**config.mk**
```make
export PLATFORM = sky130hd
export DESIGN_NAME = spi_port
export DESIGN_NICKNAME = d
export VERILOG_FILES = /design/src/inc/spi_pkg.sv /design/src/rtl/spi_port.sv
export SDC_FILE = /design/constraint.sdc
export NUM_CORES = 1
export LEC_CHECK = 0
export ABC_AREA = 1
export BUFFER_PORTS_ARGS = -buffer_cell sky130_fd_sc_hd__buf_2
export CAP_MARGIN = 0
export CORE_UTILIZATION = 65
export DETAILED_ROUTE_END_ITERATION = 16
export PLACE_DENSITY_LB_ADDON = 0.25
export SYNTH_ARGS = -nofsm -noshare
export SYNTH_HDL_FRONTEND = slang
export SYNTH_SLANG_ARGS = --single-unit
export TNS_END_PERCENT = 100
```
**constraint.sdc**
```tcl
create_clock -name clk -period 6.05 [get_ports clk]
set_input_delay 0.605 -clock clk [delete_from_list [all_inputs] [get_ports clk]]
set_output_delay 0.605 -clock clk [all_outputs]
set_load 0.02 [all_outputs]
```
**src/inc/spi_pkg.sv**
```systemverilog
// Shared constants and types of the synchronous serial port.
// Assumes a single 125 MHz clock and an 8-bit register port.
package spi_pkg;

  localparam int unsigned BYTE_W     = 8;
  localparam int unsigned FIFO_DEPTH = 4;

  // Register offsets on the plain register port.
  localparam logic [2:0] OFF_IRQ_EN    = 3'h0;
  localparam logic [2:0] OFF_IRQ_FLAGS = 3'h1;
  localparam logic [2:0] OFF_IRQ_PRIO  = 3'h2;
  localparam logic [2:0] OFF_BUF       = 3'h3;
  localparam logic [2:0] OFF_CON1      = 3'h4;
  localparam logic [2:0] OFF_STAT      = 3'h5;
  localparam logic [2:0] OFF_CTL       = 3'h6;

  // Field positions.
  localparam int unsigned IRQ_BIT     = 3;
  localparam int unsigned CON_WRITE_COLLISION_FLAG    = 7;
  localparam int unsigned CON_OV      = 6;
  localparam int unsigned CON_EN      = 5;
  localparam int unsigned CON_CKP     = 4;
  localparam int unsigned STAT_SMP    = 7;
  localparam int unsigned STAT_CKE    = 6;
  localparam int unsigned STAT_BF     = 0;
  localparam int unsigned CTL_PRIO    = 7;
  localparam int unsigned CTL_GROUP   = 6;
  localparam int unsigned CTL_SDO_OFF = 0;

  // Reset values.
  localparam logic [7:0] RST_ZERO = 8'h00;
  localparam logic [7:0] RST_ONES = 8'hFF;

  // Port mode select encodings.
  localparam logic [3:0] MODE_DIV4  = 4'h0;
  localparam logic [3:0] MODE_DIV16 = 4'h1;
  localparam logic [3:0] MODE_DIV64 = 4'h2;
  localparam logic [3:0] MODE_TMR2  = 4'h3;
  localparam logic [3:0] MODE_SLV_SS = 4'h4;
  localparam logic [3:0] MODE_SLV   = 4'h5;

  // Half bit periods in system clocks for the divided master rates.
  localparam logic [5:0] HALF_DIV4  = 6'h02;
  localparam logic [5:0] HALF_DIV16 = 6'h08;
  localparam logic [5:0] HALF_DIV64 = 6'h20;
  localparam logic [3:0] LAST_EDGE  = 4'hF;

  typedef enum logic [2:0] {
    ST_IDLE  = 3'b001,
    ST_WAIT  = 3'b010,
    ST_SHIFT = 3'b100
  } xfer_state_t;

  typedef struct packed {
    logic       sample_phase_bit;
    logic       cke;
    logic       clock_polarity_bit;
    logic [3:0] mode;
  } link_cfg_t;

endpackage

```
**src/rtl/spi_port.sv**
```systemverilog
// Synchronous serial port, master or slave, with its register file.
// Assumes all pin inputs are synchronous to clk and a one-clock
// register port whose read data stand in the cycle after the strobe.
// Function
// - Master drives serial clock; a start from idle waits until the receive FIFO has room.
// - Master write to transfer buffer launches one byte send and receive.
// - With data output disabled, bytes still arrive with flags raised.
// - Clock idle level follows clock polarity bit 4 of control one.
// - Bytes go out most significant bit first.
// - Master rate: clock over 4, 16, 64, or half timer 2 output.
// - Sleep freezes a master transfer; it resumes on wake.
// - Slave shifting follows external clock and continues during sleep.
// - Slave byte sets the serial flag; enabled flag wakes the device.
// - Reset disables the port and aborts any transfer.
// - Polarity and edge-select bits map to the four standard modes.
// - With edge-select 1, sample phase bit picks the sampling point in the bit period.
// - Serial interrupt enable is bit 3 of the enable register.
// - With priority scheme off, the peripheral group enable also gates.
// - Control and status reset to zero, priority to ones; buffer kept.
`timescale 1ns/100ps

module spi_fifo #(
  parameter int unsigned WIDTH = 8,
  parameter int unsigned DEPTH = 4
) (
  input  wire logic             clk,       // System clock.
  input  wire logic             reset,     // Synchronous reset.
  input  wire logic             in_valid,  // Write side offers a word.
  output logic                  in_ready,  // Room for a word.
  input  wire logic [WIDTH-1:0] in_data,   // Word written.
  output logic                  out_valid, // A word is held.
  input  wire logic             out_ready, // Read side takes the word.
  output logic      [WIDTH-1:0] out_data   // Oldest word.
);
  localparam int unsigned AW = (DEPTH > 1) ? $clog2(DEPTH) : 1;

  logic [WIDTH-1:0] mem_r [DEPTH];
  logic [AW-1:0]    wptr_r;
  logic [AW-1:0]    rptr_r;
  logic [AW:0]      count_r;
  logic             push;
  logic             pop;

  assign in_ready  = (count_r != (AW + 1)'(DEPTH));
  assign out_valid = (count_r != '0);
  assign out_data  = mem_r[rptr_r];
  assign push      = in_valid & in_ready;
  assign pop       = out_valid & out_ready;

  always_ff @(posedge clk) begin
    if (push) begin
      mem_r[wptr_r] <= in_data;
    end
  end

  always_ff @(posedge clk) begin
    if (reset) begin
      wptr_r  <= '0;
      rptr_r  <= '0;
      count_r <= '0;
    end else begin
      if (push) begin
        wptr_r <= (wptr_r == AW'(DEPTH - 1)) ? '0 : wptr_r + 1'b1;
      end
      if (pop) begin
        rptr_r <= (rptr_r == AW'(DEPTH - 1)) ? '0 : rptr_r + 1'b1;
      end
      if (push && !pop) begin
        count_r <= count_r + 1'b1;
      end else if (pop && !push) begin
        count_r <= count_r - 1'b1;
      end
    end
  end
endmodule

module spi_port (
  input  wire logic       clk,       // System clock, 125 MHz.
  input  wire logic       reset,     // Synchronous reset, active high.
  input  wire logic [2:0] addr,      // Register offset.
  input  wire logic [7:0] wdata,     // Register write data.
  input  wire logic       wr,        // Register write strobe.
  input  wire logic       rd,        // Register read strobe.
  output logic      [7:0] rdata,     // Read data, cycle after strobe.
  input  wire logic       sleep,     // Device is asleep.
  input  wire logic       tmr2_tick, // Timer 2 output pulse.
  input  wire logic       sck_i,     // Serial clock pin level.
  output logic            sck_o,     // Serial clock driven value.
  output logic            sck_oe,    // Serial clock driven.
  input  wire logic       sdi,       // Serial data in.
  output logic            sdo,       // Serial data out value.
  output logic            sdo_oe,    // Serial data out driven.
  input  wire logic       ss_n,      // Slave select, active low.
  output logic            irq_wake   // Serial interrupt request and wake.
);
  logic [7:0]  pie_r;
  logic [7:0]  pir_r;
  logic [7:0]  ipr_r;
  logic [7:0]  con1_r;
  logic [7:0]  stat_r;
  logic [7:0]  ctl_r;
  logic [7:0]  buf_r;
  logic        bf_r;
  logic [7:0]  shift_r;
  logic [7:0]  shift_nxt;
  logic        samp_r;
  logic [3:0]  edge_r;
  logic [5:0]  cnt_r;
  logic        sck_prev_r;
  spi_pkg::xfer_state_t state_r;
  spi_pkg::link_cfg_t cfg;

  logic en;
  logic master;
  logic slave;
  logic ss_ok;
  logic cpha;
  logic [5:0] half;
  logic m_tick;
  logic m_edge;
  logic s_edge;
  logic edge_evt;
  logic done;
  logic busy;
  logic wr_buf;
  logic rd_buf;
  logic launch;
  logic new_bit;
  logic fifo_in_ready;
  logic fifo_out_valid;
  logic [7:0] fifo_out_data;

  assign cfg    = {stat_r[spi_pkg::STAT_SMP], stat_r[spi_pkg::STAT_CKE],
                   con1_r[spi_pkg::CON_CKP], con1_r[3:0]};
  assign en     = con1_r[spi_pkg::CON_EN];
  assign master = en & (cfg.mode <= spi_pkg::MODE_TMR2);
  assign slave  = en & ((cfg.mode == spi_pkg::MODE_SLV_SS) |
                        (cfg.mode == spi_pkg::MODE_SLV));
  assign ss_ok  = (cfg.mode == spi_pkg::MODE_SLV) | ~ss_n;
  // Edge-select 1 launches data ahead of the first edge.
  assign cpha   = ~cfg.cke;
  assign wr_buf = wr & (addr == spi_pkg::OFF_BUF);
  assign rd_buf = rd & (addr == spi_pkg::OFF_BUF);
  assign busy   = master ? (state_r != spi_pkg::ST_IDLE) : (edge_r != '0);
  assign launch = master & wr_buf & (state_r == spi_pkg::ST_IDLE);

  always_comb begin
    unique case (cfg.mode)
      spi_pkg::MODE_DIV16: half = spi_pkg::HALF_DIV16;
      spi_pkg::MODE_DIV64: half = spi_pkg::HALF_DIV64;
      default:             half = spi_pkg::HALF_DIV4;
    endcase
  end

  // The baud counter stands still in sleep, freezing the transfer.
  assign m_tick = (cfg.mode == spi_pkg::MODE_TMR2) ? tmr2_tick
                : (cnt_r == half - 6'h01);
  assign m_edge = master & (state_r == spi_pkg::ST_SHIFT) & ~sleep
                & m_tick;
  // Slave edges come from the pin and ignore sleep.
  assign s_edge = slave & ss_ok & (sck_i != sck_prev_r);
  assign edge_evt = m_edge | s_edge;
  assign done     = edge_evt & (edge_r == spi_pkg::LAST_EDGE);

  // Sample phase 1 takes the pin at the shifting edge, the end of the bit with edge-select 1.
  assign new_bit   = (cfg.sample_phase_bit | cpha) ? sdi : samp_r;
  assign shift_nxt = {shift_r[6:0], new_bit};

  always_ff @(posedge clk) begin
    if (reset || !master) begin
      state_r <= spi_pkg::ST_IDLE;
    end else begin
      unique case (state_r)
        spi_pkg::ST_IDLE: begin
          if (launch) begin
            state_r <= fifo_in_ready ? spi_pkg::ST_SHIFT
                                     : spi_pkg::ST_WAIT;
          end
        end
        spi_pkg::ST_WAIT: begin
          if (fifo_in_ready) begin
            state_r <= spi_pkg::ST_SHIFT;
          end
        end
        spi_pkg::ST_SHIFT: begin
          if (done) begin
            state_r <= spi_pkg::ST_IDLE;
          end
        end
        default: state_r <= spi_pkg::ST_IDLE;
      endcase
    end
  end

  always_ff @(posedge clk) begin
    if (reset || state_r != spi_pkg::ST_SHIFT || m_edge) begin
      cnt_r <= '0;
    end else if (!sleep) begin
      cnt_r <= cnt_r + 6'h01;
    end
  end

  always_ff @(posedge clk) begin
    if (reset) begin
      sck_prev_r <= 1'b0;
    end else begin
      sck_prev_r <= sck_i;
    end
  end

  always_ff @(posedge clk) begin
    if (reset || !en) begin
      edge_r <= '0;
    end else if (slave && !ss_ok) begin
      edge_r <= '0;
    end else if (edge_evt) begin
      edge_r <= edge_r + 4'h1;
    end
  end

  // Send and receive share the same edges of the shift register.
  always_ff @(posedge clk) begin
    if (reset) begin
      shift_r <= '0;
      samp_r  <= 1'b0;
    end else begin
      if (wr_buf && !busy) begin
        shift_r <= wdata;
      end else if (edge_evt && edge_r[0]) begin
        shift_r <= shift_nxt;
      end
      if (edge_evt && (edge_r[0] == cpha)) begin
        samp_r <= sdi;
      end
    end
  end

  always_ff @(posedge clk) begin
    if (reset) begin
      sdo <= 1'b0;
    end else if (wr_buf && !busy) begin
      sdo <= wdata[7];
    end else if (edge_evt && !cpha && edge_r[0]) begin
      sdo <= shift_r[6];
    end else if (edge_evt && cpha && !edge_r[0]) begin
      sdo <= shift_r[7];
    end
  end

  always_ff @(posedge clk) begin
    if (reset) begin
      sdo_oe <= 1'b0;
      sck_oe <= 1'b0;
    end else begin
      sdo_oe <= ~ctl_r[spi_pkg::CTL_SDO_OFF]
              & (master | (slave & ss_ok));
      sck_oe <= master;
    end
  end

  always_ff @(posedge clk) begin
    if (reset) begin
      sck_o <= 1'b0;
    end else if (state_r != spi_pkg::ST_SHIFT) begin
      sck_o <= cfg.clock_polarity_bit;
    end else if (m_edge) begin
      sck_o <= ~sck_o;
    end
  end

  spi_fifo #(
    .WIDTH (spi_pkg::BYTE_W),
    .DEPTH (spi_pkg::FIFO_DEPTH)
  ) u_rx_fifo (
    .clk       (clk),
    .reset     (reset),
    .in_valid  (done),
    .in_ready  (fifo_in_ready),
    .in_data   (shift_nxt),
    .out_valid (fifo_out_valid),
    .out_ready (~bf_r),
    .out_data  (fifo_out_data)
  );

  // Buffer has no reset so its contents survive a reset.
  always_ff @(posedge clk) begin
    if (fifo_out_valid && !bf_r) begin
      buf_r <= fifo_out_data;
    end else if (wr_buf && !busy) begin
      buf_r <= wdata;
    end
  end

  always_ff @(posedge clk) begin
    if (reset) begin
      bf_r <= 1'b0;
    end else if (fifo_out_valid && !bf_r) begin
      bf_r <= 1'b1;
    end else if (rd_buf) begin
      bf_r <= 1'b0;
    end
  end

  always_ff @(posedge clk) begin
    if (reset) begin
      pie_r <= spi_pkg::RST_ZERO;
      ipr_r <= spi_pkg::RST_ONES;
      ctl_r <= spi_pkg::RST_ZERO;
    end else if (wr) begin
      if (addr == spi_pkg::OFF_IRQ_EN) begin
        pie_r <= wdata;
      end
      if (addr == spi_pkg::OFF_IRQ_PRIO) begin
        ipr_r <= wdata;
      end
      if (addr == spi_pkg::OFF_CTL) begin
        ctl_r <= wdata;
      end
    end
  end

  always_ff @(posedge clk) begin
    if (reset) begin
      pir_r <= spi_pkg::RST_ZERO;
    end else begin
      if (wr && addr == spi_pkg::OFF_IRQ_FLAGS) begin
        pir_r <= wdata;
      end
      if (done) begin
        pir_r[spi_pkg::IRQ_BIT] <= 1'b1;
      end
    end
  end

  always_ff @(posedge clk) begin
    if (reset) begin
      con1_r <= spi_pkg::RST_ZERO;
      stat_r <= spi_pkg::RST_ZERO;
    end else begin
      if (wr && addr == spi_pkg::OFF_CON1) begin
        con1_r <= wdata;
      end
      if (wr && addr == spi_pkg::OFF_STAT) begin
        stat_r <= {wdata[7:6], 6'h00};
      end
      if (wr_buf && busy) begin
        con1_r[spi_pkg::CON_WRITE_COLLISION_FLAG] <= 1'b1;
      end
      if (done && !fifo_in_ready) begin
        con1_r[spi_pkg::CON_OV] <= 1'b1;
      end
    end
  end

  always_ff @(posedge clk) begin
    if (reset) begin
      irq_wake <= 1'b0;
    end else begin
      irq_wake <= pir_r[spi_pkg::IRQ_BIT] & pie_r[spi_pkg::IRQ_BIT]
                & (ctl_r[spi_pkg::CTL_PRIO] | ctl_r[spi_pkg::CTL_GROUP]);
    end
  end

  always_ff @(posedge clk) begin
    if (reset) begin
      rdata <= '0;
    end else if (rd) begin
      unique case (addr)
        spi_pkg::OFF_IRQ_EN:    rdata <= pie_r;
        spi_pkg::OFF_IRQ_FLAGS: rdata <= pir_r;
        spi_pkg::OFF_IRQ_PRIO:  rdata <= ipr_r;
        spi_pkg::OFF_BUF:       rdata <= buf_r;
        spi_pkg::OFF_CON1:      rdata <= con1_r;
        spi_pkg::OFF_STAT:      rdata <= {stat_r[7:1], bf_r};
        spi_pkg::OFF_CTL:       rdata <= ctl_r;
        default:                rdata <= '0;
      endcase
    end else begin
      rdata <= '0;
    end
  end
endmodule

```
# Word level (Yosys, flattened, before mapping)
# Memories as Yosys holds them, arrays and structs flattened. A register that Yosys moved wholly into a read port is not among the register bits.
# Cells that the tools add are included.
[totals]
output_inout_bits = 13
word_cells = 172
in_bits = 20
memories = 1
ff_bits = 94
ram_bits = 32
[memory_table]
columns = ["memory", "depth", "word_bits", "rd", "rd_ports_with_merged_regs", "write_ports", "line_no", "rtl"]
rows = [
  ["u_rx_fifo.mem_r", 4, 8, 1, 1, 1, "spi_port.sv:37", "logic [WIDTH-1:0] mem_r [DEPTH];"],
]
[classes]
n_reduce_logical = 47
eq_ne = 26
magnitude_cmp = 1
bitwise = 30
addsub = 7
n_mux = 34
[op_table]
columns = ["cell", "n"]
rows = [
  ["8-bit one-hot mux with 7 select lines", 1],
  ["8-bit two-way mux", 5],
  ["3-bit two-way mux", 6],
  ["1-bit bitwise AND", 17],
  ["1-bit logical AND", 16],
  ["2-bit nonzero test", 8],
  ["1-bit two-way mux", 15],
  ["3-bit equality test (second input constant)", 4],
  ["6-bit one-hot mux with 2 select lines", 1],
  ["3-bit by 2-bit equality test with 1-bit output (second input constant)", 3],
  ["1-bit logical NOT", 9],
  ["3-bit one-hot mux with 3 select lines", 1],
  ["4-bit by 2-bit equality test with 1-bit output (second input constant)", 2],
  ["4-bit by 3-bit equality test with 1-bit output (second input constant)", 2],
  ["2-bit two-way mux", 4],
  ["1-bit inverter", 7],
  ["6-bit by 1-bit adder with 6-bit output (second input constant)", 1],
  ["3-bit by 1-bit equality test with 1-bit output (second input constant)", 2],
  ["6-bit equality test", 1],
  ["2-bit inequality test (second input constant)", 3],
  ["3-bit inequality test (second input constant)", 2],
  ["1-bit OR", 6],
  ["2-bit AND reduction", 3],
  ["3-bit nonzero test", 2],
  ["18 further kinds", 24],
]

# Logic depth before layout (Yosys ltp)
[logic_depth]
ltp_word = 13
mapped_depth = 21
ltp_nobuf = 21

# Cells and area by module
# From an unflattened synthesis, not the netlist that was laid out.
[unflattened]
cells_unflattened = 664
hier_area_um2 = 5632.9
[by_module_without_submodules]
columns = ["mod", "area_per_inst_um2", "seq_area_each_um2", "instances", "cells_each"]
rows = [
  ["spi_port", 3936.3, 1821.7, 1, 519],
  ["spi_fifo", 1696.6, 1141.1, 1, 145],
]

# Least setup slack after synthesis
# OpenSTA, ideal clock, no wires.
[synth_path]
path_type = "input-to-reg"
start = "input port ss_n"
end = "register u_rx_fifo.count_r[2]"
n_path_buf = 0
t_arrival_ns = 2.326
required_ns = 5.928
cell_stages = 14
setup_ns = 0.122
setup_slack_ns = 3.602
cell_sequence = "a211oi_1 -> nand2_1 -> nand2_4 -> nand2_2 -> inv_2 -> nand2_4 -> inv_2 -> ha_1 -> inv_1 -> fa_1 -> a21oi_1 -> o21ai_0 -> o21ai_0 -> a21oi_1"
[synth_between]
elab_chain_cells = 10
word_cells_on_any_way = 12
cone_classes = "mux: 1; bitwise: 7; reduce/logical: 4"
[synth_rtl]
columns = ["element", "line_no", "rtl"]
rows = [
  ["from (decl)", "spi_port.sv:93", "input wire logic ss_n,"],
  ["1-bit inverter (*)", "spi_port.sv:139", "assign ss_ok = (cfg.mode == spi_pkg::MODE_SLV) | ~ss_n;"],
  ["1-bit OR (*)", "spi_port.sv:139", ""],
  ["1-bit bitwise AND (*) (2 in a row)", "spi_port.sv:161", "assign s_edge = slave & ss_ok & (sck_i != sck_prev_r);"],
  ["1-bit OR (*)", "spi_port.sv:162", "assign edge_evt = m_edge | s_edge;"],
  ["1-bit bitwise AND (*)", "spi_port.sv:163", "assign done = edge_evt & (edge_r == spi_pkg::LAST_EDGE);"],
  ["1-bit bitwise AND (*)", "spi_port.sv:47", "assign push = in_valid & in_ready;"],
  ["1-bit logical NOT", "spi_port.sv:70", "end else if (pop && !push) begin"],
  ["1-bit logical AND", "spi_port.sv:70", ""],
  ["2-bit nonzero test (no line)", "-", ""],
  ["to (signal assigned)", "spi_port.sv:69", "count_r <= count_r + 1'b1;"],
  ["to (signal assigned)", "spi_port.sv:71", "count_r <= count_r - 1'b1;"],
  ["to (decl)", "spi_port.sv:40", "logic [AW:0] count_r;"],
]
# Every way passes the cells marked *; elsewhere a longest branch is shown, timed or not.
# A chain may end at the register's enable or synchronous reset.

# Worst setup path after layout
[layout_path]
start = "register state_r[2]"
end = "register u_rx_fifo.count_r[2]"
[layout_between]
elab_chain_cells = 10
word_cells_on_any_way = 12
cone_classes = "eq/ne: 1; mux: 1; bitwise: 6; reduce/logical: 4"
[layout_rtl]
columns = ["element", "line_no", "rtl"]
rows = [
  ["from (decl)", "spi_port.sv:110", "spi_pkg::xfer_state_t state_r;"],
  ["from (signal assigned)", "spi_port.sv:171", "state_r <= spi_pkg::ST_IDLE;"],
  ["from (signal assigned)", "spi_port.sv:176", "state_r <= fifo_in_ready ? spi_pkg::ST_SHIFT"],
  ["from (signal assigned)", "spi_port.sv:182", "state_r <= spi_pkg::ST_SHIFT;"],
  ["3-bit equality test (*)", "spi_port.sv:158", "assign m_edge = master & (state_r == spi_pkg::ST_SHIFT) & ~sleep"],
  ["1-bit bitwise AND (*) (2 in a row)", "spi_port.sv:158", ""],
  ["1-bit bitwise AND (*)", "spi_port.sv:159", "& m_tick;"],
  ["1-bit OR (*)", "spi_port.sv:162", ""],
  ["1-bit bitwise AND (*)", "spi_port.sv:163", ""],
  ["1-bit bitwise AND (*)", "spi_port.sv:47", ""],
  ["1-bit logical NOT", "spi_port.sv:70", ""],
  ["1-bit logical AND", "spi_port.sv:70", ""],
  ["2-bit nonzero test (no line)", "-", ""],
]
# Marked as above.

==> qor.txt <==
status -> complete, no violations
Final TNS setup -> 0 ps
GR Overflow Total -> 0
Max Cap Violations -> 0
worst skew pair latency -> 530 ps
# setup viols final -> 0
Max Fclk -> 362 MHz
antenna cells -> 0
TritonRoute pass-1 iters -> 6
initial DRC count -> 419
CP Launch Type -> register
Antenna Nets Post-Route -> 0
clk slew on worst S/H paths -> 60 ps
fin. max-slew vios -> 0
synthesized flop and latch total -> 128
post-synth top area share -> 0.316
GRT Overall Usage -> 0.340
ys async rst share -> 0
first-pass GRT wire length -> 22700 µm
Num CTS Buffers -> 17
postcts setup bufs -> 0
initial antenna violation count -> 0
Critical Path AT -> 3170 ps
Die ar. -> 0.00896 mm²
Worst VDD drop -> 277 µV
Chip Height -> 94.6 µm
Synth area leaders -> dfxtp_1 (32%), edfxtp_1 (22%), nand2_1 (8.3%), a21oi_1 (5.4%), inv_1 (4.6%)
min Tclk post-route -> 2760 ps
area leader, netlist -> dfxtp_1
sequential-to-total area share from yosys stat -> 0.531
post-DP HPWL -> 8970 µm
Crit Path Class -> reg -> reg
FILL cells -> 554
Post-Syn Nets -> 680
final hold violation count -> 0
layout net count -> 710
Die X -> 94.6 µm
post-layout util -> 0.771
number of flops mapped to enable cells by yosys -> 40
worst slew pin tran -> 967 ps
Slew HR -> 0.353
gp weighted congestion -> 0.888
Detailed Route WL -> 14200 µm
CTS tree -> yes
post-synth cell types -> 43
Fin Clk Skew -> 6.50 ps
port bufs -> 32
required time at the worst-slack endpoint -> 6460 ps
unrepaired setup endpoints after global routing -> no
syn avg cell area -> 8.58 µm²
post-CTS sizing -> 0
share of layout cells above drive strength 1 -> 0.147
drt wl/cell -> 17.8 µm
Post-route DRC -> 0
Tcrit/Tclk final -> 0.456
Power per Cell Area -> 372 mW/mm²
clk buf depth -> 2
clock root buffer -> clkbuf_8
CORE AREA -> 0.00826 mm²
Hold Path Class -> in -> reg
vias in the first global route -> 4658
crit path max fanout -> 9
DR vias/cell -> 6.04
clk sink count -> 128
cell count after synthesis -> 650
H-tree depth -> 4
Yosys warnings -> 0
ys flop type -> dfxtp_1
CP endpoint kind -> register
post-synth design cell area -> 0.00558 mm²
routed vias -> 4810
row cnt -> 33
Layout area overhead -> 14.1%
largest net degree at the start of global routing -> 37
Leak -> 2.60 nW
CTS Hold Bufs -> 0
initial core utilization -> 0.676
I/O pins -> 33
sequential cells by signal, indices dropped and copies added, names as in the netlist, 6 cells and up, named ones only:
name / cells
shift_r: 8
pir_r: 8
ipr_r: 8
cnt_r: 6
buf_r: 8
con1_r: 8
rdata: 8
ctl_r: 8
pie_r: 8
u_rx_fifo.mem_r: 32
cell usage in the layout, fill, tap and decap left out, drive strengths merged:
cell type | netlist | layout
o21ai | 59 | 59
nand3b | 1 | 1
a21oi | 67 | 67
a22oi | 2 | 2
nand3 | 25 | 25
o211ai | 8 | 8
nand4 | 2 | 2
o311ai | 1 | 1
nor2 | 63 | 63
o31ai | 1 | 1
clkbuf | 21 | 28
o32ai | 8 | 8
o22ai | 4 | 4
a221oi | 6 | 6
a41oi | 6 | 6
and3 | 1 | 1
a31oi | 1 | 1
o211a | 1 | 1
mux2i | 1 | 1
fa | 1 | 1
nand2 | 130 | 130
or2 | 1 | 1
ha | 9 | 9
bufinv | 0 | 1
nor3 | 10 | 10
a2111oi | 1 | 1
buf | 2 | 34
clkinv | 1 | 2
dfxtp | 88 | 88
a211oi | 1 | 1
xor2 | 5 | 5
edfxtp | 40 | 40
inv | 83 | 84
through the flow:
| stage | area [µm²] | setup slack [ps] | cells | power (mW) | hold WS, ps |
|---|---|---|---|---|---|
| final | 6360 | 3290 | 797 | 2.37 | 306 |
| after global routing | 6360 | 2960 | 797 | 2.44 | 322 |
| after CTS | 6360 | 3300 | 797 | 2.36 | 302 |
| after detailed placement | 5780 | 3200 | 766 | 1.37 | 447 |
| after global placement | 5780 | 3300 | 766 | 1.36 | 442 |
| after floorplan | 5580 | 3600 | 650 | 1.27 | 430 |
final timing paths:
kind                                        endpoint  slack [ps]  startpoint  cells after the start
worst min register to register              ctl_r[4]         460    ctl_r[4]                      2
worst max register to register  u_rx_fifo.count_r[2]        3290  state_r[2]                     17
worst max-delay path            u_rx_fifo.count_r[2]        3290  state_r[2]                     17
worst min-delay path                      sck_prev_r         310       sck_i                      3
layer usage:
metal,routed length [µm],GRT usage
met3,1140,0.0926
met4,480,0.165
met1,5700,0.420
met2,6850,0.549
met5,0,0
cell usage after synthesis, types with 9 or more instances:
master and n:
nand2_1 124, dfxtp_1 88, inv_1 68, a21oi_1 60, nor2_1 59, o21ai_0 47
edfxtp_1 40, nand3_1 25, clkbuf_1 21, inv_2 14, ha_1 9
power by group:
group / leakage [nW] / switching, mW / internal [mW]
registers: 1.14 / 0.0687 / 0.972
logic: 1.18 / 0.228 / 0.110
clock network: 0.286 / 0.352 / 0.636
kinds of logic after synthesis:
group,Yosys count,synth area share
flops,128,0.531
fa+ha+maj,10,0.0238
simple gates,233,0.180
xor+xnor,5,0.00785
compound gates,166,0.181
mux,1,0.00179
buf+inv,107,0.0751
area by class of cell:
type                    count  area, µm²  area share
well taps                 105        131      0.0206
clock inverters             3       41.3     0.00649
flip-flops and latches    128       2960       0.466
clock buffers              28        538      0.0845
repair buffers             34        175      0.0275
multi-input cells         415       2200       0.345
inverters                  84        318      0.0499
critical path, cell delays in order, from the launching register on:
cell,delay (ps)
dfxtp_1,330
inv_1,60
nor3_2,370
nand2_1,110
nor2_1,140
nand2_2,110
nand2_4,130
nand2_2,100
inv_2,90
nand2_4,80
inv_2,70
ha_1,150
inv_1,70
fa_1,380
a21oi_1,140
o21ai_0,110
o21ai_0,160
a21oi_1,50
Note: power is estimated with default switching activity, not from simulation.
